### config.mk
export PLATFORM = sky130hd
export DESIGN_NAME = sdms_sequencer
export DESIGN_NICKNAME = d
export VERILOG_FILES = /design/src/core/sdms_pkg.sv /design/src/core/sdms_sequencer.sv /design/src/core/sdms_rate_timer.sv
export SDC_FILE = /design/constraint.sdc
export NUM_CORES = 1
export LEC_CHECK = 0
export BUFFER_PORTS_ARGS = -buffer_cell sky130_fd_sc_hd__clkbuf_2
export CORE_UTILIZATION = 56
export DETAILED_ROUTE_END_ITERATION = 16
export PLACE_DENSITY_LB_ADDON = 0.08
export RECOVER_POWER = 100
export SYNTH_ARGS = -nofsm -noshare
export SYNTH_HDL_FRONTEND = slang
export SYNTH_SLANG_ARGS = --single-unit
### constraint.sdc
create_clock -name CLK -period 3.9 [get_ports CLK]
set_input_delay 0 -clock CLK [delete_from_list [all_inputs] [get_ports CLK]]
set_output_delay 0 -clock CLK [all_outputs]
set_load 0.01 [all_outputs]
### src/core/sdms_pkg.sv
`default_nettype none
package sdms_pkg;
	// ------------------------------------------------------------
	// Register map
	// ------------------------------------------------------------
	localparam logic [7:0] ADDR_MODE = 8'hD1;
	localparam logic [7:0] ADDR_STATUS = 8'hD8;
	localparam logic [7:0] ADDR_PRI_CTRL = 8'hD2;
	localparam logic [7:0] ADDR_PRI_CHREF = 8'hE6;
	localparam logic [7:0] ADDR_AUX_CFG = 8'hE1;
	localparam logic [7:0] ADDR_FILTER = 8'hE3;
	localparam logic [7:0] ADDR_POWER = 8'hC7;

	localparam logic [7:0] RST_MODE = 8'h00;
	localparam logic [7:0] RST_PRI_CTRL = 8'h07;
	localparam logic [7:0] RST_PRI_CHREF = 8'h00;
	localparam logic [7:0] RST_AUX_CFG = 8'h00;
	localparam logic [7:0] RST_FILTER = 8'hFF;
	localparam logic [7:0] RD_ZERO = 8'h00;

	// ------------------------------------------------------------
	// Field layout
	// ------------------------------------------------------------
	localparam int MODE_LSB = 0;
	localparam int MODE_W = 3;
	localparam int MODE_CHOP_OFF_BIT = 3;
	localparam int MODE_AUX_EN_BIT = 4;
	localparam int MODE_PRI_EN_BIT = 5;
	localparam int STAT_PRIMARY_READY_FLAG_BIT = 7;
	localparam int STAT_AUX_READY_FLAG_BIT = 6;
	localparam int STAT_AUX_ERROR_FLAG_BIT = 4;
	localparam int POWER_PD_BIT = 1;
	localparam int CHREF_REF_LSB = 6;
	localparam int AUX_REF_LSB = 4;
	localparam int CHAN_LSB = 0;
	localparam int REF_W = 2;
	localparam int CHAN_W = 4;
	localparam int KIND_W = 2;

	// ------------------------------------------------------------
	// Modes, states, timing
	// ------------------------------------------------------------
	typedef enum logic [2:0] {
		MODE_PDOWN = 3'h0,
		MODE_IDLE = 3'h1,
		MODE_SINGLE = 3'h2,
		MODE_CONT = 3'h3,
		MODE_ZS_INT = 3'h4,
		MODE_FS_INT = 3'h5,
		MODE_ZS_SYS = 3'h6,
		MODE_FS_SYS = 3'h7
	} sdms_mode_type;

	typedef enum logic [3:0] {
		ST_OFF = 4'h1,
		ST_IDLE = 4'h2,
		ST_CONV = 4'h4,
		ST_CAL = 4'h8
	} sdms_state_type;

	localparam logic [2:0] CAL_TICKS_CHOP_ON = 3'h2;
	localparam logic [2:0] CAL_TICKS_CHOP_OFF = 3'h4;
	localparam logic [1:0] AUX_ALIGN_OUTPUTS = 2'h3;
	localparam logic [9:0] CHOP_ON_SLOWDOWN = 10'h003;
endpackage
`default_nettype wire

### src/core/sdms_sequencer.sv
`default_nettype none
module sdms_sequencer #(
	parameter int SF_UNIT_CYCLES = 16,
	parameter logic [3:0] TEMP_SENSOR_CHANNEL = 4'hF
) (
	input wire logic CLK,
	input wire logic RST_N,
	input wire logic [7:0] SFR_ADDR,
	input wire logic [7:0] SFR_WDATA,
	input wire logic SFR_WR,
	input wire logic SFR_RD,
	output logic [7:0] SFR_RDATA,
	input wire logic WAKE,
	output logic PRI_RESET,
	output logic AUX_RESET,
	output logic PRI_MOD_RUN,
	output logic AUX_MOD_RUN,
	output logic PRI_FILT_HOLD,
	output logic AUX_FILT_HOLD,
	output logic INPUT_SHORT,
	output logic INPUT_REF,
	output logic [1:0] PRI_REF_SEL,
	output logic [1:0] AUX_REF_SEL,
	output logic [3:0] PRI_CHANNEL,
	output logic [3:0] AUX_CHANNEL,
	output logic [7:0] PRI_CTRL,
	output logic CHOP_OFF,
	output logic PRI_RESULT_LOAD,
	output logic AUX_RESULT_LOAD,
	output logic PRI_COEF_WRITE,
	output logic AUX_COEF_WRITE,
	output logic [1:0] CAL_KIND
);
	// ------------------------------------------------------------
	// Decoding
	// ------------------------------------------------------------
	function automatic logic is_cal(input logic [2:0] m);
		return m[2];
	endfunction

	function automatic sdms_pkg::sdms_state_type state_for(input logic [2:0] m);
		case (m)
			sdms_pkg::MODE_PDOWN: return sdms_pkg::ST_OFF;
			sdms_pkg::MODE_IDLE: return sdms_pkg::ST_IDLE;
			sdms_pkg::MODE_SINGLE, sdms_pkg::MODE_CONT: return sdms_pkg::ST_CONV;
			default: return sdms_pkg::ST_CAL;
		endcase
	endfunction

	logic [7:0] mode_q, mode_d, pri_ctrl_q, pri_ctrl_d, chref_q, chref_d;
	logic [7:0] aux_cfg_q, aux_cfg_d, filt_q, filt_d, rdata_q, rdata_d, status_rd;
	logic pd_q, pd_d, primary_ready_flag_q, primary_ready_flag_d, aux_ready_flag_q, aux_ready_flag_d, aux_error_flag_q, aux_error_flag_d;
	logic rst_pri_q, rst_pri_d, rst_aux_q, rst_aux_d, ld_pri_q, ld_pri_d, ld_aux_q, ld_aux_d;
	logic coef_pri_q, coef_pri_d, coef_aux_q, coef_aux_d;
	logic [2:0] cal_cnt_q, cal_cnt_d, cal_last;
	logic [1:0] aux_wait_q, aux_wait_d;
	logic [2:0] wk_q, wk_d;
	sdms_pkg::sdms_state_type state_q, state_d;
	logic wr_mode, wr_status, wr_pri_ctrl, wr_chref, wr_aux, wr_filt, wr_power;
	logic wake_seen, aux_only_write, reset_both, reset_aux, pri_conv, aux_is_temp;
	logic cal_done, tick, timer_restart, timer_run, active, pri_en, aux_en;
	logic [2:0] mode_f, wmode_f;

	assign wr_mode = SFR_WR && SFR_ADDR == sdms_pkg::ADDR_MODE;
	assign wr_status = SFR_WR && SFR_ADDR == sdms_pkg::ADDR_STATUS;
	assign wr_pri_ctrl = SFR_WR && SFR_ADDR == sdms_pkg::ADDR_PRI_CTRL;
	assign wr_chref = SFR_WR && SFR_ADDR == sdms_pkg::ADDR_PRI_CHREF;
	assign wr_aux = SFR_WR && SFR_ADDR == sdms_pkg::ADDR_AUX_CFG;
	assign wr_filt = SFR_WR && SFR_ADDR == sdms_pkg::ADDR_FILTER;
	assign wr_power = SFR_WR && SFR_ADDR == sdms_pkg::ADDR_POWER;

	assign mode_f = mode_q[sdms_pkg::MODE_LSB +: sdms_pkg::MODE_W];
	assign wmode_f = SFR_WDATA[sdms_pkg::MODE_LSB +: sdms_pkg::MODE_W];
	assign pri_en = mode_q[sdms_pkg::MODE_PRI_EN_BIT];
	assign aux_en = mode_q[sdms_pkg::MODE_AUX_EN_BIT];

	// Only the second and third stages are looked at
	assign wake_seen = pd_q && wk_q[1] && wk_q[2];
	// Enabling only the aux with mode and primary untouched spares the primary
	assign aux_only_write = wr_mode && wmode_f == mode_f
		&& SFR_WDATA[sdms_pkg::MODE_AUX_EN_BIT] && !aux_en
		&& SFR_WDATA[sdms_pkg::MODE_PRI_EN_BIT] == pri_en
		&& SFR_WDATA[sdms_pkg::MODE_CHOP_OFF_BIT] == mode_q[sdms_pkg::MODE_CHOP_OFF_BIT];
	assign reset_both = (wr_mode && !aux_only_write)
		|| ((wr_pri_ctrl || wr_chref) && pri_en)
		|| wake_seen;
	assign reset_aux = !reset_both && (wr_aux || aux_only_write);
	assign pri_conv = state_q == sdms_pkg::ST_CONV && pri_en && !pd_q;
	assign aux_is_temp = aux_cfg_q[sdms_pkg::CHAN_LSB +: sdms_pkg::CHAN_W] == TEMP_SENSOR_CHANNEL;
	assign cal_last = (mode_q[sdms_pkg::MODE_CHOP_OFF_BIT] ? sdms_pkg::CAL_TICKS_CHOP_OFF :
		sdms_pkg::CAL_TICKS_CHOP_ON) - 3'h1;
	assign cal_done = cal_cnt_q == cal_last;
	assign timer_run = !pd_q && (state_q == sdms_pkg::ST_CONV || state_q == sdms_pkg::ST_CAL);

	sdms_rate_timer #(
		.UNIT_CYCLES(SF_UNIT_CYCLES)
	) u_timer (
		.clk(CLK),
		.rst_n(RST_N),
		.restart(timer_restart),
		.run(timer_run),
		.sf_word(filt_q),
		.chop_off(mode_q[sdms_pkg::MODE_CHOP_OFF_BIT]),
		.tick(tick)
	);

	// ------------------------------------------------------------
	// Wake pin synchroniser
	// ------------------------------------------------------------
	always_comb begin
		wk_d = {wk_q[1:0], WAKE};
	end

	always_ff @(posedge CLK) begin
		if (!RST_N) begin
			wk_q <= 3'h0;
		end else begin
			wk_q <= wk_d;
		end
	end

	// ------------------------------------------------------------
	// Registers and sequencing
	// ------------------------------------------------------------
	always_comb begin
		mode_d = mode_q;
		pri_ctrl_d = wr_pri_ctrl ? SFR_WDATA : pri_ctrl_q;
		chref_d = wr_chref ? SFR_WDATA : chref_q;
		aux_cfg_d = wr_aux ? SFR_WDATA : aux_cfg_q;
		filt_d = wr_filt ? SFR_WDATA : filt_q;
		pd_d = pd_q;
		primary_ready_flag_d = primary_ready_flag_q;
		aux_ready_flag_d = aux_ready_flag_q;
		aux_error_flag_d = aux_error_flag_q;
		state_d = state_q;
		cal_cnt_d = cal_cnt_q;
		aux_wait_d = aux_wait_q;
		rst_pri_d = 1'h0;
		rst_aux_d = 1'h0;
		ld_pri_d = 1'h0;
		ld_aux_d = 1'h0;
		coef_pri_d = 1'h0;
		coef_aux_d = 1'h0;
		timer_restart = 1'h0;
		rdata_d = rdata_q;
		status_rd = sdms_pkg::RD_ZERO;
		status_rd[sdms_pkg::STAT_PRIMARY_READY_FLAG_BIT] = primary_ready_flag_q;
		status_rd[sdms_pkg::STAT_AUX_READY_FLAG_BIT] = aux_ready_flag_q;
		status_rd[sdms_pkg::STAT_AUX_ERROR_FLAG_BIT] = aux_error_flag_q;
		if (wr_mode) begin
			mode_d = SFR_WDATA;
		end
		if (wr_power) begin
			pd_d = SFR_WDATA[sdms_pkg::POWER_PD_BIT];
		end
		if (wake_seen) begin
			pd_d = 1'h0;
		end
		// Clears go first so that a hardware set in the same cycle wins
		if (wr_status) begin
			primary_ready_flag_d = primary_ready_flag_q & ~SFR_WDATA[sdms_pkg::STAT_PRIMARY_READY_FLAG_BIT];
			aux_ready_flag_d = aux_ready_flag_q & ~SFR_WDATA[sdms_pkg::STAT_AUX_READY_FLAG_BIT];
			aux_error_flag_d = aux_error_flag_q & ~SFR_WDATA[sdms_pkg::STAT_AUX_ERROR_FLAG_BIT];
		end
		if (reset_both) begin
			rst_pri_d = 1'h1;
			rst_aux_d = 1'h1;
			timer_restart = 1'h1;
			state_d = state_for(mode_d[sdms_pkg::MODE_LSB +: sdms_pkg::MODE_W]);
			cal_cnt_d = 3'h0;
			aux_wait_d = 2'h0;
			if (is_cal(mode_d[sdms_pkg::MODE_LSB +: sdms_pkg::MODE_W])) begin
				primary_ready_flag_d = 1'h0;
				aux_ready_flag_d = 1'h0;
				aux_error_flag_d = 1'h0;
			end
		end else if (reset_aux) begin
			rst_aux_d = 1'h1;
			if (pri_conv) begin
				aux_wait_d = sdms_pkg::AUX_ALIGN_OUTPUTS;
			end else begin
				aux_wait_d = 2'h0;
				timer_restart = 1'h1;
			end
		end
		// A tick still counts for the primary when only the aux restarts
		if (!reset_both && tick && !pd_q) begin
			case (state_q)
				sdms_pkg::ST_CONV: begin
					if (pri_en) begin
						ld_pri_d = 1'h1;
						primary_ready_flag_d = 1'h1;
					end
					if (aux_en && !reset_aux) begin
						if (aux_wait_q != 2'h0) begin
							aux_wait_d = aux_wait_q - 2'h1;
						end else begin
							ld_aux_d = 1'h1;
							aux_ready_flag_d = 1'h1;
						end
					end
					if (mode_f == sdms_pkg::MODE_SINGLE) begin
						mode_d[sdms_pkg::MODE_LSB +: sdms_pkg::MODE_W] = sdms_pkg::MODE_PDOWN;
						state_d = sdms_pkg::ST_OFF;
					end
				end
				sdms_pkg::ST_CAL: begin
					cal_cnt_d = cal_cnt_q + 3'h1;
					if (cal_done) begin
						cal_cnt_d = 3'h0;
						state_d = sdms_pkg::ST_OFF;
						mode_d[sdms_pkg::MODE_LSB +: sdms_pkg::MODE_W] = sdms_pkg::MODE_PDOWN;
						if (pri_en) begin
							coef_pri_d = 1'h1;
							primary_ready_flag_d = 1'h1;
						end
						if (aux_en) begin
							aux_ready_flag_d = 1'h1;
							if (aux_is_temp) begin
								aux_error_flag_d = 1'h1;
							end else begin
								coef_aux_d = 1'h1;
							end
						end
					end
				end
				default: begin
				end
			endcase
		end
		if (SFR_RD) begin
			case (SFR_ADDR)
				sdms_pkg::ADDR_MODE: rdata_d = mode_q;
				sdms_pkg::ADDR_STATUS: rdata_d = status_rd;
				sdms_pkg::ADDR_PRI_CTRL: rdata_d = pri_ctrl_q;
				sdms_pkg::ADDR_PRI_CHREF: rdata_d = chref_q;
				sdms_pkg::ADDR_AUX_CFG: rdata_d = aux_cfg_q;
				sdms_pkg::ADDR_FILTER: rdata_d = filt_q;
				sdms_pkg::ADDR_POWER: begin
					rdata_d = sdms_pkg::RD_ZERO;
					rdata_d[sdms_pkg::POWER_PD_BIT] = pd_q;
				end
				default: rdata_d = sdms_pkg::RD_ZERO;
			endcase
		end
	end

	always_ff @(posedge CLK) begin
		if (!RST_N) begin
			mode_q <= sdms_pkg::RST_MODE;
			pri_ctrl_q <= sdms_pkg::RST_PRI_CTRL;
			chref_q <= sdms_pkg::RST_PRI_CHREF;
			aux_cfg_q <= sdms_pkg::RST_AUX_CFG;
			filt_q <= sdms_pkg::RST_FILTER;
			rdata_q <= sdms_pkg::RD_ZERO;
			{pd_q, primary_ready_flag_q, aux_ready_flag_q, aux_error_flag_q} <= 4'h0;
			{rst_pri_q, rst_aux_q, ld_pri_q, ld_aux_q, coef_pri_q, coef_aux_q} <= 6'h00;
			state_q <= sdms_pkg::ST_OFF;
			cal_cnt_q <= 3'h0;
			aux_wait_q <= 2'h0;
		end else begin
			mode_q <= mode_d;
			pri_ctrl_q <= pri_ctrl_d;
			chref_q <= chref_d;
			aux_cfg_q <= aux_cfg_d;
			filt_q <= filt_d;
			rdata_q <= rdata_d;
			{pd_q, primary_ready_flag_q, aux_ready_flag_q, aux_error_flag_q} <= {pd_d, primary_ready_flag_d, aux_ready_flag_d, aux_error_flag_d};
			{rst_pri_q, rst_aux_q, ld_pri_q, ld_aux_q} <= {rst_pri_d, rst_aux_d, ld_pri_d, ld_aux_d};
			{coef_pri_q, coef_aux_q} <= {coef_pri_d, coef_aux_d};
			state_q <= state_d;
			cal_cnt_q <= cal_cnt_d;
			aux_wait_q <= aux_wait_d;
		end
	end

	// ------------------------------------------------------------
	// Converter controls
	// ------------------------------------------------------------
	assign active = !pd_q && state_q != sdms_pkg::ST_OFF;
	assign PRI_MOD_RUN = active && pri_en;
	assign AUX_MOD_RUN = active && aux_en;
	assign PRI_FILT_HOLD = state_q == sdms_pkg::ST_IDLE || rst_pri_q;
	assign AUX_FILT_HOLD = state_q == sdms_pkg::ST_IDLE || rst_aux_q;
	assign INPUT_SHORT = active && state_q == sdms_pkg::ST_CAL && mode_f == sdms_pkg::MODE_ZS_INT;
	assign INPUT_REF = active && state_q == sdms_pkg::ST_CAL && mode_f == sdms_pkg::MODE_FS_INT;
	assign PRI_REF_SEL = chref_q[sdms_pkg::CHREF_REF_LSB +: sdms_pkg::REF_W];
	assign AUX_REF_SEL = aux_cfg_q[sdms_pkg::AUX_REF_LSB +: sdms_pkg::REF_W];
	assign PRI_CHANNEL = chref_q[sdms_pkg::CHAN_LSB +: sdms_pkg::CHAN_W];
	assign AUX_CHANNEL = aux_cfg_q[sdms_pkg::CHAN_LSB +: sdms_pkg::CHAN_W];
	assign PRI_CTRL = pri_ctrl_q;
	assign CHOP_OFF = mode_q[sdms_pkg::MODE_CHOP_OFF_BIT];
	assign CAL_KIND = mode_q[sdms_pkg::MODE_LSB +: sdms_pkg::KIND_W];
	assign PRI_RESET = rst_pri_q;
	assign AUX_RESET = rst_aux_q;
	assign PRI_RESULT_LOAD = ld_pri_q;
	assign AUX_RESULT_LOAD = ld_aux_q;
	assign PRI_COEF_WRITE = coef_pri_q;
	assign AUX_COEF_WRITE = coef_aux_q;
	assign SFR_RDATA = rdata_q;

	// ------------------------------------------------------------
	// Checks
	// ------------------------------------------------------------
	property p_cont_load;
		@(posedge CLK) disable iff (!RST_N)
		tick && !pd_q && !reset_both && state_q == sdms_pkg::ST_CONV && pri_en
		|=> PRI_RESULT_LOAD && primary_ready_flag_q;
	endproperty
	a_cont_load: assert property (p_cont_load) else $error("no primary load on tick");
	property p_cal_inputs;
		@(posedge CLK) disable iff (!RST_N)
		active && state_q == sdms_pkg::ST_CAL |-> INPUT_SHORT == (mode_f == sdms_pkg::MODE_ZS_INT)
		&& INPUT_REF == (mode_f == sdms_pkg::MODE_FS_INT);
	endproperty
	a_cal_inputs: assert property (p_cal_inputs) else $error("cal input switch wrong");
	property p_mode_reset;
		@(posedge CLK) disable iff (!RST_N)
		wr_mode && !aux_only_write |=> PRI_RESET && AUX_RESET
		##1 (!PRI_RESET || $past(reset_both));
	endproperty
	a_mode_reset: assert property (p_mode_reset) else $error("mode write did not reset");
	property p_pri_cfg_reset;
		@(posedge CLK) disable iff (!RST_N)
		(wr_pri_ctrl || wr_chref) && pri_en |=> PRI_RESET && AUX_RESET;
	endproperty
	a_pri_cfg_reset: assert property (p_pri_cfg_reset) else $error("primary cfg no reset");
	property p_aux_reset;
		@(posedge CLK) disable iff (!RST_N)
		wr_aux && !reset_both |=> AUX_RESET && !PRI_RESET
		&& PRI_RESULT_LOAD == ($past(tick) && $past(pri_conv));
	endproperty
	a_aux_reset: assert property (p_aux_reset) else $error("aux cfg reset wrong");
	property p_aux_align;
		@(posedge CLK) disable iff (!RST_N)
		reset_aux && pri_conv |=> aux_wait_q == sdms_pkg::AUX_ALIGN_OUTPUTS && !AUX_RESULT_LOAD;
	endproperty
	a_aux_align: assert property (p_aux_align) else $error("aux not aligned");
	property p_aux_now;
		@(posedge CLK) disable iff (!RST_N)
		reset_aux && !pri_conv |=> aux_wait_q == 2'h0;
	endproperty
	a_aux_now: assert property (p_aux_now) else $error("aux waited needlessly");
	property p_pd_keep;
		@(posedge CLK) disable iff (!RST_N)
		pd_q && !SFR_WR |=> mode_q == $past(mode_q) && !PRI_RESULT_LOAD;
	endproperty
	a_pd_keep: assert property (p_pd_keep) else $error("mode lost in power-down");
	property p_cal_clear;
		@(posedge CLK) disable iff (!RST_N)
		wr_mode && is_cal(wmode_f) |=> !primary_ready_flag_q && !aux_ready_flag_q && state_q == sdms_pkg::ST_CAL;
	endproperty
	a_cal_clear: assert property (p_cal_clear) else $error("cal start flags wrong");
	property p_cal_end;
		@(posedge CLK) disable iff (!RST_N)
		tick && !pd_q && !reset_both && !reset_aux && state_q == sdms_pkg::ST_CAL && cal_done
		|=> mode_f == sdms_pkg::MODE_PDOWN && PRI_COEF_WRITE == $past(pri_en)
		&& (cal_last == 3'h1 || cal_last == 3'h3);
	endproperty
	a_cal_end: assert property (p_cal_end) else $error("cal end wrong");
	property p_temp_fail;
		@(posedge CLK) disable iff (!RST_N)
		tick && !pd_q && !reset_both && !reset_aux && state_q == sdms_pkg::ST_CAL && cal_done
		&& aux_en && aux_is_temp |=> aux_error_flag_q && aux_ready_flag_q && !AUX_COEF_WRITE;
	endproperty
	a_temp_fail: assert property (p_temp_fail) else $error("temp cal did not fail");
	property p_idle;
		@(posedge CLK) disable iff (!RST_N)
		state_q == sdms_pkg::ST_IDLE && !pd_q && pri_en |-> PRI_FILT_HOLD && PRI_MOD_RUN;
	endproperty
	a_idle: assert property (p_idle) else $error("idle controls wrong");
	property p_reset_mode;
		@(posedge CLK) disable iff (!RST_N)
		!$past(RST_N) |-> mode_f == sdms_pkg::MODE_PDOWN && state_q == sdms_pkg::ST_OFF;
	endproperty
	a_reset_mode: assert property (p_reset_mode) else $error("reset mode not zero");
	property p_single;
		@(posedge CLK) disable iff (!RST_N)
		tick && !pd_q && !reset_both && !reset_aux && state_q == sdms_pkg::ST_CONV
		&& mode_f == sdms_pkg::MODE_SINGLE |=> mode_f == sdms_pkg::MODE_PDOWN ##1 !PRI_RESULT_LOAD;
	endproperty
	a_single: assert property (p_single) else $error("single did not stop");
endmodule
`default_nettype wire

### src/core/sdms_rate_timer.sv
`default_nettype none
module sdms_rate_timer #(
	parameter int UNIT_CYCLES = 16
) (
	input wire logic clk,
	input wire logic rst_n,
	input wire logic restart,
	input wire logic run,
	input wire logic [7:0] sf_word,
	input wire logic chop_off,
	output logic tick
);
	// ------------------------------------------------------------
	// Update period: (sf+1) units, three times longer with chopping
	// ------------------------------------------------------------
	localparam logic [15:0] UNIT_LAST = 16'(UNIT_CYCLES - 1);

	logic [15:0] unit_q, unit_d;
	logic [9:0] slot_q, slot_d, slot_last;
	logic tick_q, tick_d;

	always_comb begin
		slot_last = chop_off ? {2'h0, sf_word} :
			{2'h0, sf_word} * sdms_pkg::CHOP_ON_SLOWDOWN + sdms_pkg::CHOP_ON_SLOWDOWN - 10'h001;
		unit_d = unit_q;
		slot_d = slot_q;
		tick_d = 1'h0;
		if (restart || !run) begin
			unit_d = 16'h0000;
			slot_d = 10'h000;
		end else if (unit_q >= UNIT_LAST) begin
			unit_d = 16'h0000;
			if (slot_q >= slot_last) begin
				slot_d = 10'h000;
				tick_d = 1'h1;
			end else begin
				slot_d = slot_q + 10'h001;
			end
		end else begin
			unit_d = unit_q + 16'h0001;
		end
	end

	always_ff @(posedge clk) begin
		if (!rst_n) begin
			unit_q <= 16'h0000;
			slot_q <= 10'h000;
			tick_q <= 1'h0;
		end else begin
			unit_q <= unit_d;
			slot_q <= slot_d;
			tick_q <= tick_d;
		end
	end

	assign tick = tick_q;
endmodule
`default_nettype wire

---- Word level (Yosys, flattened, before mapping) ----
Cells that the tools add are included.
operators by class
  reduce and logical (&&, ||, !) cells .... 54
  bitwise operators ....................... 8
  eq/ne operators ......................... 22
  add/sub/neg operators ................... 7
  mux-type cells .......................... 60
  multiply operators ...................... 1
  order comparisons ....................... 2
operators by type and width
  operator                                                                               count
  8-bit == test (second input constant)                                                  7
  8-bit one-hot mux with 7 select lines                                                  1
  1-bit two-way mux                                                                      32
  1-bit logical AND                                                                      29
  3-bit two-way mux                                                                      9
  10-bit two-way mux                                                                     2
  16-bit by 1-bit adder with 16-bit output (second input constant)                       1
  16-bit by 4-bit greater-or-equal comparator with 1-bit output (second input constant)  1
  4-bit two-way mux                                                                      4
  2-bit two-way mux                                                                      7
  4-bit one-hot mux with 3 select lines                                                  1
  10-bit by 1-bit adder with 10-bit output (second input constant)                       1
  10-bit by 2-bit adder with 10-bit output (second input constant)                       1
  10-bit greater-or-equal comparator                                                     1
  8-bit by 2-bit multiplier with 10-bit output (second input constant)                   1
  10-bit by 1-bit subtractor with 10-bit output (second input constant)                  1
  3-bit by 2-bit == test with 1-bit output (second input constant)                       3
  4-bit == test (second input constant)                                                  2
  1-bit logical OR                                                                       8
  4-bit one-hot mux with 2 select lines                                                  1
  4-bit AND reduction                                                                    2
  3-bit == test                                                                          2
  3-bit == test (second input constant)                                                  2
  1-bit logical NOT                                                                      6
  18 further kinds                                                                       29
storage, ports and cells
  input bits .............................. 21
  output and inout bits ................... 43
  register bits after elaboration ......... 97

---- Longest topological paths before layout ----
Gate-level depths: netlist of the first run.
  depth in word-level cells ............... 19
  mapped depth ............................ 16
  mapped depth without buffers ............ 16

---- Hierarchy ----
From an unflattened synthesis of the first run, not the netlist that was laid out.
unflattened totals
  cell total of the unflattened synthesis .. 619
  area, all modules ....................... 5286.3 µm²
by module, submodules not included
  module           cells each  area an instance (µm²)  sequential area each (µm²)  instances
  sdms_sequencer   419         3509.6                  1401.3                      1
  sdms_rate_timer  200         1776.7                  540.5                       1

---- Least setup slack after synthesis of the first run ----
OpenSTA, ideal clock, no wires.
  path kind ............................... register to register
  start ................................... register filt_q[2]
  end ..................................... register u_timer.slot_q[8]
  required time ........................... 3.820 ns
  period minus slack after synthesis ...... 3.352 ns
  buffers on the path ..................... 0
  cell stages (with the launch flop) ...... 15
  data arrival time ....................... 3.272 ns
  path slack .............................. 0.548 ns
  library setup time ...................... 0.080 ns
  cell sequence ........................... dfxtp_1 ha_1 ha_1 fa_1 a21o_1 a21oi_1 o21bai_1 a21oi_1 xnor2_1 nand2_1 ha_1 and4_1 a221oi_1 nor2_1 nor3b_1
on the way
  longest elaborated chain between the ends .. 6
ends and longest elaborated chain
  item                                           line                   text
  start: declaration                             sdms_sequencer.sv:51   logic [7:0] aux_cfg_q, aux_cfg_d, filt_q, filt_d, rdata_q, rdata_d, status_rd;
  start signal: assignment                       sdms_sequencer.sv:254  filt_q <= sdms_pkg::RST_FILTER;
  start signal: assignment                       sdms_sequencer.sv:266  filt_q <= filt_d;
  8-bit by 2-bit multiplier with 10-bit output   sdms_rate_timer.sv:24  {2'h0, sf_word} * sdms_pkg::CHOP_ON_SLOWDOWN + sdms_pkg::CHOP_ON_SLOWDOWN - 10'h001;
  10-bit by 2-bit adder with 10-bit output       sdms_rate_timer.sv:24
  10-bit by 1-bit subtractor with 10-bit output  sdms_rate_timer.sv:24
  10-bit two-way mux *                           sdms_rate_timer.sv:23  slot_last = chop_off ? {2'h0, sf_word} :
  10-bit greater-or-equal comparator *           sdms_rate_timer.sv:33  if (slot_q >= slot_last) begin
  10-bit two-way mux *                           sdms_rate_timer.sv:33
  end signal: assignment                         sdms_rate_timer.sv:51  slot_q <= slot_d;
  end: declaration                               sdms_rate_timer.sv:19  logic [9:0] slot_q, slot_d, slot_last;
Every way passes the cells marked *; elsewhere a longest branch is shown, timed or not.
A chain may end at the register's enable or synchronous reset.

---- Worst setup path in the final report of the first run ----
  start ................................... register filt_q[2]
  end ..................................... register u_timer.slot_q[6]
Same word-level chain as after synthesis.

==> results of run 1 <==
worst min-delay path: stages:
cell	delay (ns)
clkbuf_2	0.19
mux2i_1	0.10
nand2_1	0.06
through the flow:
stage	hold slack (ns)	std cells	utilization	setup slack [ns]	power (mW)
floorplan	0.125	559	-	0.548	1.08
global placement	0.208	696	0.627	0.487	1.11
detailed placement	0.220	696	0.627	0.360	1.11
CTS	0.00919	714	0.658	0.338	1.88
global route	0.0347	714	0.643	0.0502	1.92
finish	0.0201	714	0.643	0.358	1.87
layer usage:
metal,GRT usage,routed length [µm]
met1,0.351,5620
met2,0.441,5360
met3,0.0403,583
met4,0.0896,161
met5,0,0
state kept, by name, indices dropped and copies added, names as in the netlist, 2 cells and up:
name and count:
u_timer.unit_q 16, u_timer.slot_q 10, PRI_CTRL 8, SFR_RDATA 8, aux_cfg_q 8, chref_q 8, filt_q 8, mode_q 8
state_q 4, cal_cnt_q 3, wk_q 3, aux_wait_q 2
layout make-up:
cell class | instances | area [µm²] | share of cell area
clock buffers | 11 | 141 | 0.0262
clock inverters | 5 | 103 | 0.0190
inverters | 16 | 60.1 | 0.0111
multi-input cells | 412 | 2720 | 0.504
flip-flops and latches | 97 | 1940 | 0.360
well taps | 105 | 131 | 0.0244
repair buffers | 68 | 295 | 0.0548
final timing paths:
check / from / endpoint
worst max-delay path: filt_q[2] / u_timer.slot_q[6]
worst min-delay path: SFR_WDATA[3] / filt_q[3]
worst max register to register: filt_q[2] / u_timer.slot_q[6]
worst min register to register: wk_q[0] / wk_q[1]
report_power, final:
part	leakage, nW	internal [mW]	switching, mW
Combinational	1.53	0.0271	0.0565
Clock	0.120	0.443	0.344
Sequential	0.787	0.999	0.00381
Total	2.44	1.47	0.405
cells by family after synthesis:
family / count (synthesis)
simple gates: 212
flops: 97
compound gates: 83
mux: 54
buf+inv: 50
fa+ha+maj: 28
xor+xnor: 23
other cells: 1
repair_timing:
action / CTS / global route
endpoints found under the hold margin: 2 / 0
hold buffers: 2 / 0
resized for setup: 0 / 0
synthesized netlist by cell type, drive strengths merged, types with 3 or more instances:
cell type / count
clkbuf: 12
ha: 27
nand2: 48
nor4: 6
and4: 3
dfxtp: 97
xnor2: 8
nor2: 65
a21oi: 23
and3: 6
and2: 5
a21o: 8
nor2b: 4
nor3b: 7
nand4: 7
mux2i: 52
a221oi: 9
a31oi: 4
nand3: 19
nand4b: 3
o21ai: 23
nor3: 23
buf: 22
nand2b: 3
nor4b: 4
xor2: 15
inv: 15
==> flow_metrics.tcl, run 1 <==
set metrics [dict create \
    fmax_mhz 282 \
    cts_buffer_depth 2 \
    dominantRegCellSynth "dfxtp_1" \
    fin_setup_tns_ns 0 \
    synthMuxAreaShare 0.111 \
    cp_max_fo 8 \
    first_pass_iters 5 \
    layout_commonest_cell "dfxtp_1" \
    vias_per_cell 5.81 \
    io_pins 64 \
    status "complete, but fails checks" \
    grt_antenna_before_repair 0 \
    synth_cell_types 60 \
    postRouteAntennaNets 0 \
    rsz0062_at_grt "no" \
    start_util 0.589 \
    async_flop_share 0 \
    timing.final.crit_share 0.908 \
    cp.arrival_ns 3.81 \
    die_h_um 95.9 \
    nFillCells 731 \
    layout_common_cells "97 x dfxtp_1, 65 x nor2_1, 52 x mux2i_1, 48 x nand2_1, 47 x clkbuf_1" \
    maxSlewHeadroom -0.324 \
    overflow 0 \
    setup_viol 0 \
    r2r_setup_slack_ns 0.36 \
    syn_area_per_cell_um2 9.01 \
    netlist_area_um2 4940 \
    gp_routability_congestion 0.847 \
    grt.total_usage 0.265 \
    endpoint_kind "flip-flop" \
    initialDrtViolationCount 179 \
    leakage_nw 2.44 \
    coreArea_um2 8380 \
    ys_seq_area_frac 0.393 \
    path_clk_slew_ns 0.09 \
    crit_type "reg2reg" \
    yosys.area_share.simple 0.219 \
    hold_class "in2reg" \
    path_depth 14 \
    place_area_um2 5250 \
    fin_nets 653 \
    crit_buf_inv 0 \
    path_cells "ha_1 > ha_1 > fa_1 > a21o_1 > a21oi_1 > o21bai_1 > a21oi_1 > xnor2_1 > nand2_1 > ha_1 > and4_1 > a221oi_1 > nor2_1 > nor3_1" \
    finalClockSkew_ns 0.0119 \
    fp.dieW_um 95.9 \
    grt_pass1_wl_mm 18.5 \
    holdPathStages 3 \
    cts_max_level 3 \
    yosysWarningCount 0 \
    cp-start-kind "flip-flop" \
    slew_viol_final 15 \
    tightest_slew_ns 1.97 \
    root_buffer "clkbuf_8" \
    post-cts-setup-buffers 0 \
    area_growth_pct 9.14 \
    path_common_cell "ha_1" \
    ys_ff_latch 97 \
    cts_buffers 9 \
    dp_hpwl_mm 8.62 \
    synth_fa_ha_area_frac 0.0724 \
    drive_gt1_frac 0.0673 \
    design_area_um2 5390 \
    grt_max_degree 34 \
    die-area_um2 9200 \
    synth_top_cell_area_share 0.393 \
    synth_compound_area_frac 0.111 \
    synth-edff-count 0 \
    slowest_stage "dfxtp_1" \
    crit_family "adder cells" \
    powerDensity_nw_per_um2 348 \
    peakVddDrop_mv 0.244 \
    synth-xor-area-share 0.0408 \
    synth_top_cell_by_area "dfxtp_1" \
    insertedDiodeCount 0 \
    reg2regPathDepth 14 \
    synth_top_family_by_area "simple AND/OR/NAND/NOR gates" \
    portBuffers 63 \
    clock_latency_ns 0.36 \
    wl_per_cell_um 16.4 \
    synth_cells 548 \
    rows 33 \
    drt_wl_total_mm 11.7 \
    cts_tree "yes" \
    layout_min_cycle_time_ns 3.54 \
    cts.sinks 97 \
    failed_checks "max-capacitance violations, max-slew violations" \
    cp.required_ns 4.16 \
    grt_pass1_vias 3828 \
    drc 0 \
    critPathMaxStageDelay_ns 0.42 \
    cap_violations 1 \
    synth_area_leaders "dfxtp_1 39%, mux2i_1 11%, ha_1 6.8%" \
    dr_total_vias 4148 \
    hold_viol 0 \
]
Note: power is estimated with default switching activity, not from simulation.
==> run 2: changes to the inputs <==
- MAX_ROUTING_LAYER: unset -> met4
- SETUP_SLACK_MARGIN: unset -> 0.5
- clock period: 3.9 -> 4 ns (I/O delays scaled with it)
==> flow_metrics.tcl, run 2 (synthesized netlist as in run 1, its figures left out) <==
set metrics [dict create \
    cts_buffers 9 \
    fin_setup_tns_ns 0 \
    fin_nets 652 \
    cp.arrival_ns 3.69 \
    largest_reg_flops 16 \
    powerDensity_nw_per_um2 315 \
    dr_total_vias 4140 \
    cp-start-kind "input port" \
    endpoint_kind "flip-flop" \
    insertedDiodeCount 0 \
    fp.dieW_um 95.9 \
    vias_per_cell 5.82 \
    cts_tree "yes" \
    setup_viol 0 \
    wl_per_cell_um 16.9 \
    grt_max_degree 34 \
    overflow 0 \
    drt_wl_total_mm 12.0 \
    grt.total_usage 0.282 \
    grt_pass1_wl_mm 19.1 \
    r2r_end "u_timer.slot_q[5]" \
    reg.largest.list "u_timer.unit_q: 16 flops, u_timer.slot_q: 10 flops" \
    maxSlewHeadroom -0.404 \
    dp_hpwl_mm 8.80 \
    crit_type "in2reg" \
    postRouteAntennaNets 0 \
    crit_buf_inv 1 \
    cts_buffer_depth 2 \
    layout_common_cells "94 x dfxtp_1, 64 x nor2_1, 52 x mux2i_1, 48 x nand2_1, 45 x clkbuf_1" \
    finalClockSkew_ns 0.0148 \
    portBuffers 63 \
    hold_viol 0 \
    drc 0 \
    grt_antenna_before_repair 0 \
    die-area_um2 9200 \
    path_cells "clkbuf_1 > or3b_1 > nor3_1 > a211oi_2 > or3_1 > a21oi_1" \
    reg2regPathDepth 14 \
    die_h_um 95.9 \
    cts_max_level 3 \
    layout_min_cycle_time_ns 3.40 \
    hold_class "in2reg" \
    crit_path_end "state_q[1]" \
    cp.required_ns 4.29 \
    fmax_mhz 294 \
    slew_viol_final 15 \
    rsz0062_at_grt "yes" \
    gp_routability_congestion 0.868 \
    cts.sinks 97 \
    failed_checks "max-capacitance violations, max-slew violations" \
    root_buffer "clkbuf_8" \
    path_clk_slew_ns 0.09 \
    grt_pass1_vias 3893 \
    critPathMaxStageDelay_ns 1.68 \
    timing.final.crit_share 0.851 \
    io_pins 64 \
    initialDrtViolationCount 204 \
    r2r_setup_slack_ns 0.68 \
    cap_violations 1 \
    worstReg2RegStart "filt_q[1]" \
    peakVddDrop_mv 0.294 \
    status "complete, but fails checks" \
    rows 33 \
    tightest_slew_ns 2.09 \
    area.sequential_um2 1950 \
    top_register "u_timer.unit_q" \
    placed_cells 695 \
    layout_commonest_cell "dfxtp_1" \
    path_depth 6 \
    fin_cells 711 \
    start_util 0.589 \
    first_pass_iters 5 \
    nFillCells 773 \
    area_growth_pct 9.27 \
    slowest_stage "nor3_1" \
    multiInputGateArea_um2 2780 \
    coreArea_um2 8380 \
    critPathLaunch "SFR_ADDR[0]" \
    cp_max_fo 14 \
    leakage_nw 2.43 \
    crit_family "simple AND/OR/NAND/NOR gates" \
    clock_latency_ns 0.36 \
    drive_gt1_frac 0.0875 \
]
-- run 2: cell count changes in the layout (fill, tap and decap cells not counted), sizes merged --
cell	before	now
clkinv	2	1
bufinv	3	1
inv	15	16
clkbuf	76	74
clkinvlp	1	2
-- run 2: tightest hold or removal path, stage by stage --
cell and delay [ns]:
clkbuf_2 0.19, mux2i_1 0.10, nand2_1 0.06
-- run 2: final cells by class --
type / count / area share
clock inverter: 4 / 0.00997
sequential: 97 / 0.360
inverter: 16 / 0.0111
clock buffer: 10 / 0.0255
timing repair buffer: 67 / 0.0540
tap: 105 / 0.0243
multi-input combinational: 412 / 0.515
-- run 2: worst min path at each step --
stage          slack (ns)  cells after the start          from           to
6_report             0.03                      3  SFR_WDATA[5]    filt_q[5]
4_1_cts              0.01                      3  SFR_WDATA[5]    filt_q[5]
3_3_place_gp         0.21                      2          WAKE      wk_q[0]
5_1_grt              0.03                      3  SFR_WDATA[6]    filt_q[6]
2_1_floorplan        0.13                      2  SFR_WDATA[0]  PRI_CTRL[0]
3_5_place_dp         0.24                      2          WAKE      wk_q[0]
-- run 2: timing repair --
item / CTS / global route
setup buffers: 0 / 0
resized for setup: 3 / 14
pin swaps: 0 / 3
setup endpoints to repair: 10 / 10
hold endpoints to repair: 2 / 0
hold buffers: 2 / 0
-- run 2: stage by stage --
stage	util	total power [mW]	area [µm²]	worst slack, ns	hold WS (ns)
CTS	0.654	1.70	5480	0.516	0.0106
floorplan	-	1.05	4980	0.648	0.125
global placement	0.626	1.08	5250	0.413	0.211
global route	0.644	1.75	5400	0.279	0.0281
detailed placement	0.626	1.08	5250	0.295	0.235
finish	0.644	1.70	5400	0.598	0.0310
-- run 2: where the power goes --
part	switching [mW]	internal, mW
Combinational	0.0557	0.0266
Clock	0.336	0.302
Sequential	0.00366	0.974
Total	0.395	1.30
-- run 2: layer usage --
layer | routed length (µm) | GRT usage | part of all wire | vias to the layer above
li1 | - | - | - | 2031
met1 | 5480 | 0.372 | 0.46 | 1932
met2 | 5470 | 0.444 | 0.46 | 156
met3 | 837 | 0.0442 | 0.070 | 21
met4 | 220 | 0.0920 | 0.018 | 0
met5 | 0 | - | 0 | -
==> run 3: changes to the inputs <==
- CORE_UTILIZATION: 56 -> 30
- CTS_BUF_LIST: unset -> sky130_fd_sc_hd__clkbuf_16
==> flow_metrics.tcl, run 3 (synthesized netlist as in run 1, its figures left out) <==
set metrics [dict create \
    maxSlewHeadroom -0.521 \
    cts_max_level 3 \
    layout_commonest_cell "dfxtp_1" \
    failed_checks "max-capacitance violations, max-slew violations" \
    first_pass_iters 4 \
    cp-start-kind "input port" \
    drc 0 \
    top_register "u_timer.unit_q" \
    layout_common_cells "95 x dfxtp_1, 64 x nor2_1, 52 x mux2i_1, 48 x nand2_1, 43 x clkbuf_1" \
    insertedDiodeCount 0 \
    peakVddDrop_mv 0.202 \
    hold_class "in2reg" \
    fp.dieW_um 130 \
    io_pins 64 \
    reg.largest.list "u_timer.unit_q: 16 flops, u_timer.slot_q: 10 flops" \
    drive_gt1_frac 0.0952 \
    fin_nets 653 \
    coreArea_um2 16000 \
    p_total_mw 1.98 \
    root_buffer "clkbuf_16" \
    grt.total_usage 0.177 \
    cp.required_ns 4.28 \
    portBuffers 63 \
    cp_max_fo 14 \
    setup_viol 0 \
    clock_latency_ns 0.35 \
    timing.final.crit_share 0.885 \
    cts_tree "yes" \
    die-area_um2 17000 \
    finalClockSkew_ns 0.00866 \
    tightest_slew_ns 2.26 \
    grt_use_met1 0.226 \
    layout_min_cycle_time_ns 3.54 \
    fin_setup_tns_ns 0 \
    whs_ns 0.00567 \
    path_clk_slew_ns 0.07 \
    cp.arrival_ns 3.82 \
    area_growth_pct 14.6 \
    cts.sinks 97 \
    dr_total_vias 4057 \
    rsz0062_at_grt "no" \
    status "complete, but fails checks" \
    grt_pass1_vias 3904 \
    cts_buffer_depth 2 \
    powerDensity_nw_per_um2 350 \
    overflow 0 \
    grt_max_degree 24 \
    cts_buffers 9 \
    hold_viol 0 \
    fmax_mhz 282 \
    wl_per_cell_um 16.9 \
    vias_per_cell 4.92 \
    die_h_um 130 \
    postRouteAntennaNets 0 \
    grt_antenna_before_repair 0 \
    endpoint_kind "flip-flop" \
    post-cts-setup-buffers 0 \
    crit_type "in2reg" \
    grt_pass1_wl_mm 21.5 \
    cap_violations 1 \
    dp_hpwl_mm 10.4 \
    use_met3 0.0291 \
    gp_routability_congestion 0.770 \
    met2_usage 0.281 \
    largest_reg_flops 16 \
    grt-busiest-layer "met2" \
    initialDrtViolationCount 132 \
    start_util 0.309 \
    slew_viol_final 15 \
    drt_wl_total_mm 14.0 \
    leakage_nw 2.48 \
    rows 46 \
]
run 3: metrics by stage:
step                      instance area, µm²  utilization  setup WS (ns)  instances
after floorplan                         4980            -          0.648        559
after global placement                  5400        0.338          0.298        808
after detailed placement                5400        0.338          0.162        808
after CTS                               5740        0.359          0.503        825
after global routing                    5660        0.354          0.264        825
final                                   5660        0.354          0.460        825
run 3: power by group:
part	total [mW]	switching [mW]	internal, mW
Clock	0.919	0.419	0.500
Sequential	0.978	0.00381	0.974
Combinational	0.0851	0.0584	0.0267
run 3: timing repair:
action	4_1_cts	5_1_grt
pin swaps	0	5
hold endpoints to repair	1	0
hold buffers	1	0
resized for setup	4	10
endpoints found under the setup margin	11	10
run 3: critical path, stage by stage:
cell      delay [ns]
clkbuf_2        0.16
or3b_1          0.59
nor3_1          1.82
a211oi_2        0.58
or3_1           0.52
a21oi_1         0.14
run 3: layout make-up:
cell class / count / area [µm²]
clock buffer: 9 / 225
clock inverter: 7 / 86.3
fill: 1753 / 10300
inverter: 16 / 60.1
multi-input combinational: 412 / 2780
sequential: 97 / 1940
tap: 216 / 270
timing repair buffer: 68 / 297
run 3: layer usage:
| metal | routed length (µm) | up-vias |
|---|---|---|
| met2 | 6560 | 80 |
| li1 | - | 2035 |
| met1 | 6700 | 1929 |
| met5 | 0 | - |
| met4 | 195 | 0 |
| met3 | 530 | 13 |
run 3: final timing paths:
| path | startpoint | endpoint | slack, ns | depth (start not counted) |
|---|---|---|---|---|
| worst max register to register | filt_q[1] | u_timer.slot_q[8] | 0.65 | 14 |
| worst min register to register | wk_q[0] | wk_q[1] | 0.43 | 1 |
| worst max-delay path | SFR_ADDR[0] | state_q[1] | 0.46 | 6 |
| worst min-delay path | SFR_WDATA[7] | filt_q[7] | 0.006 | 3 |
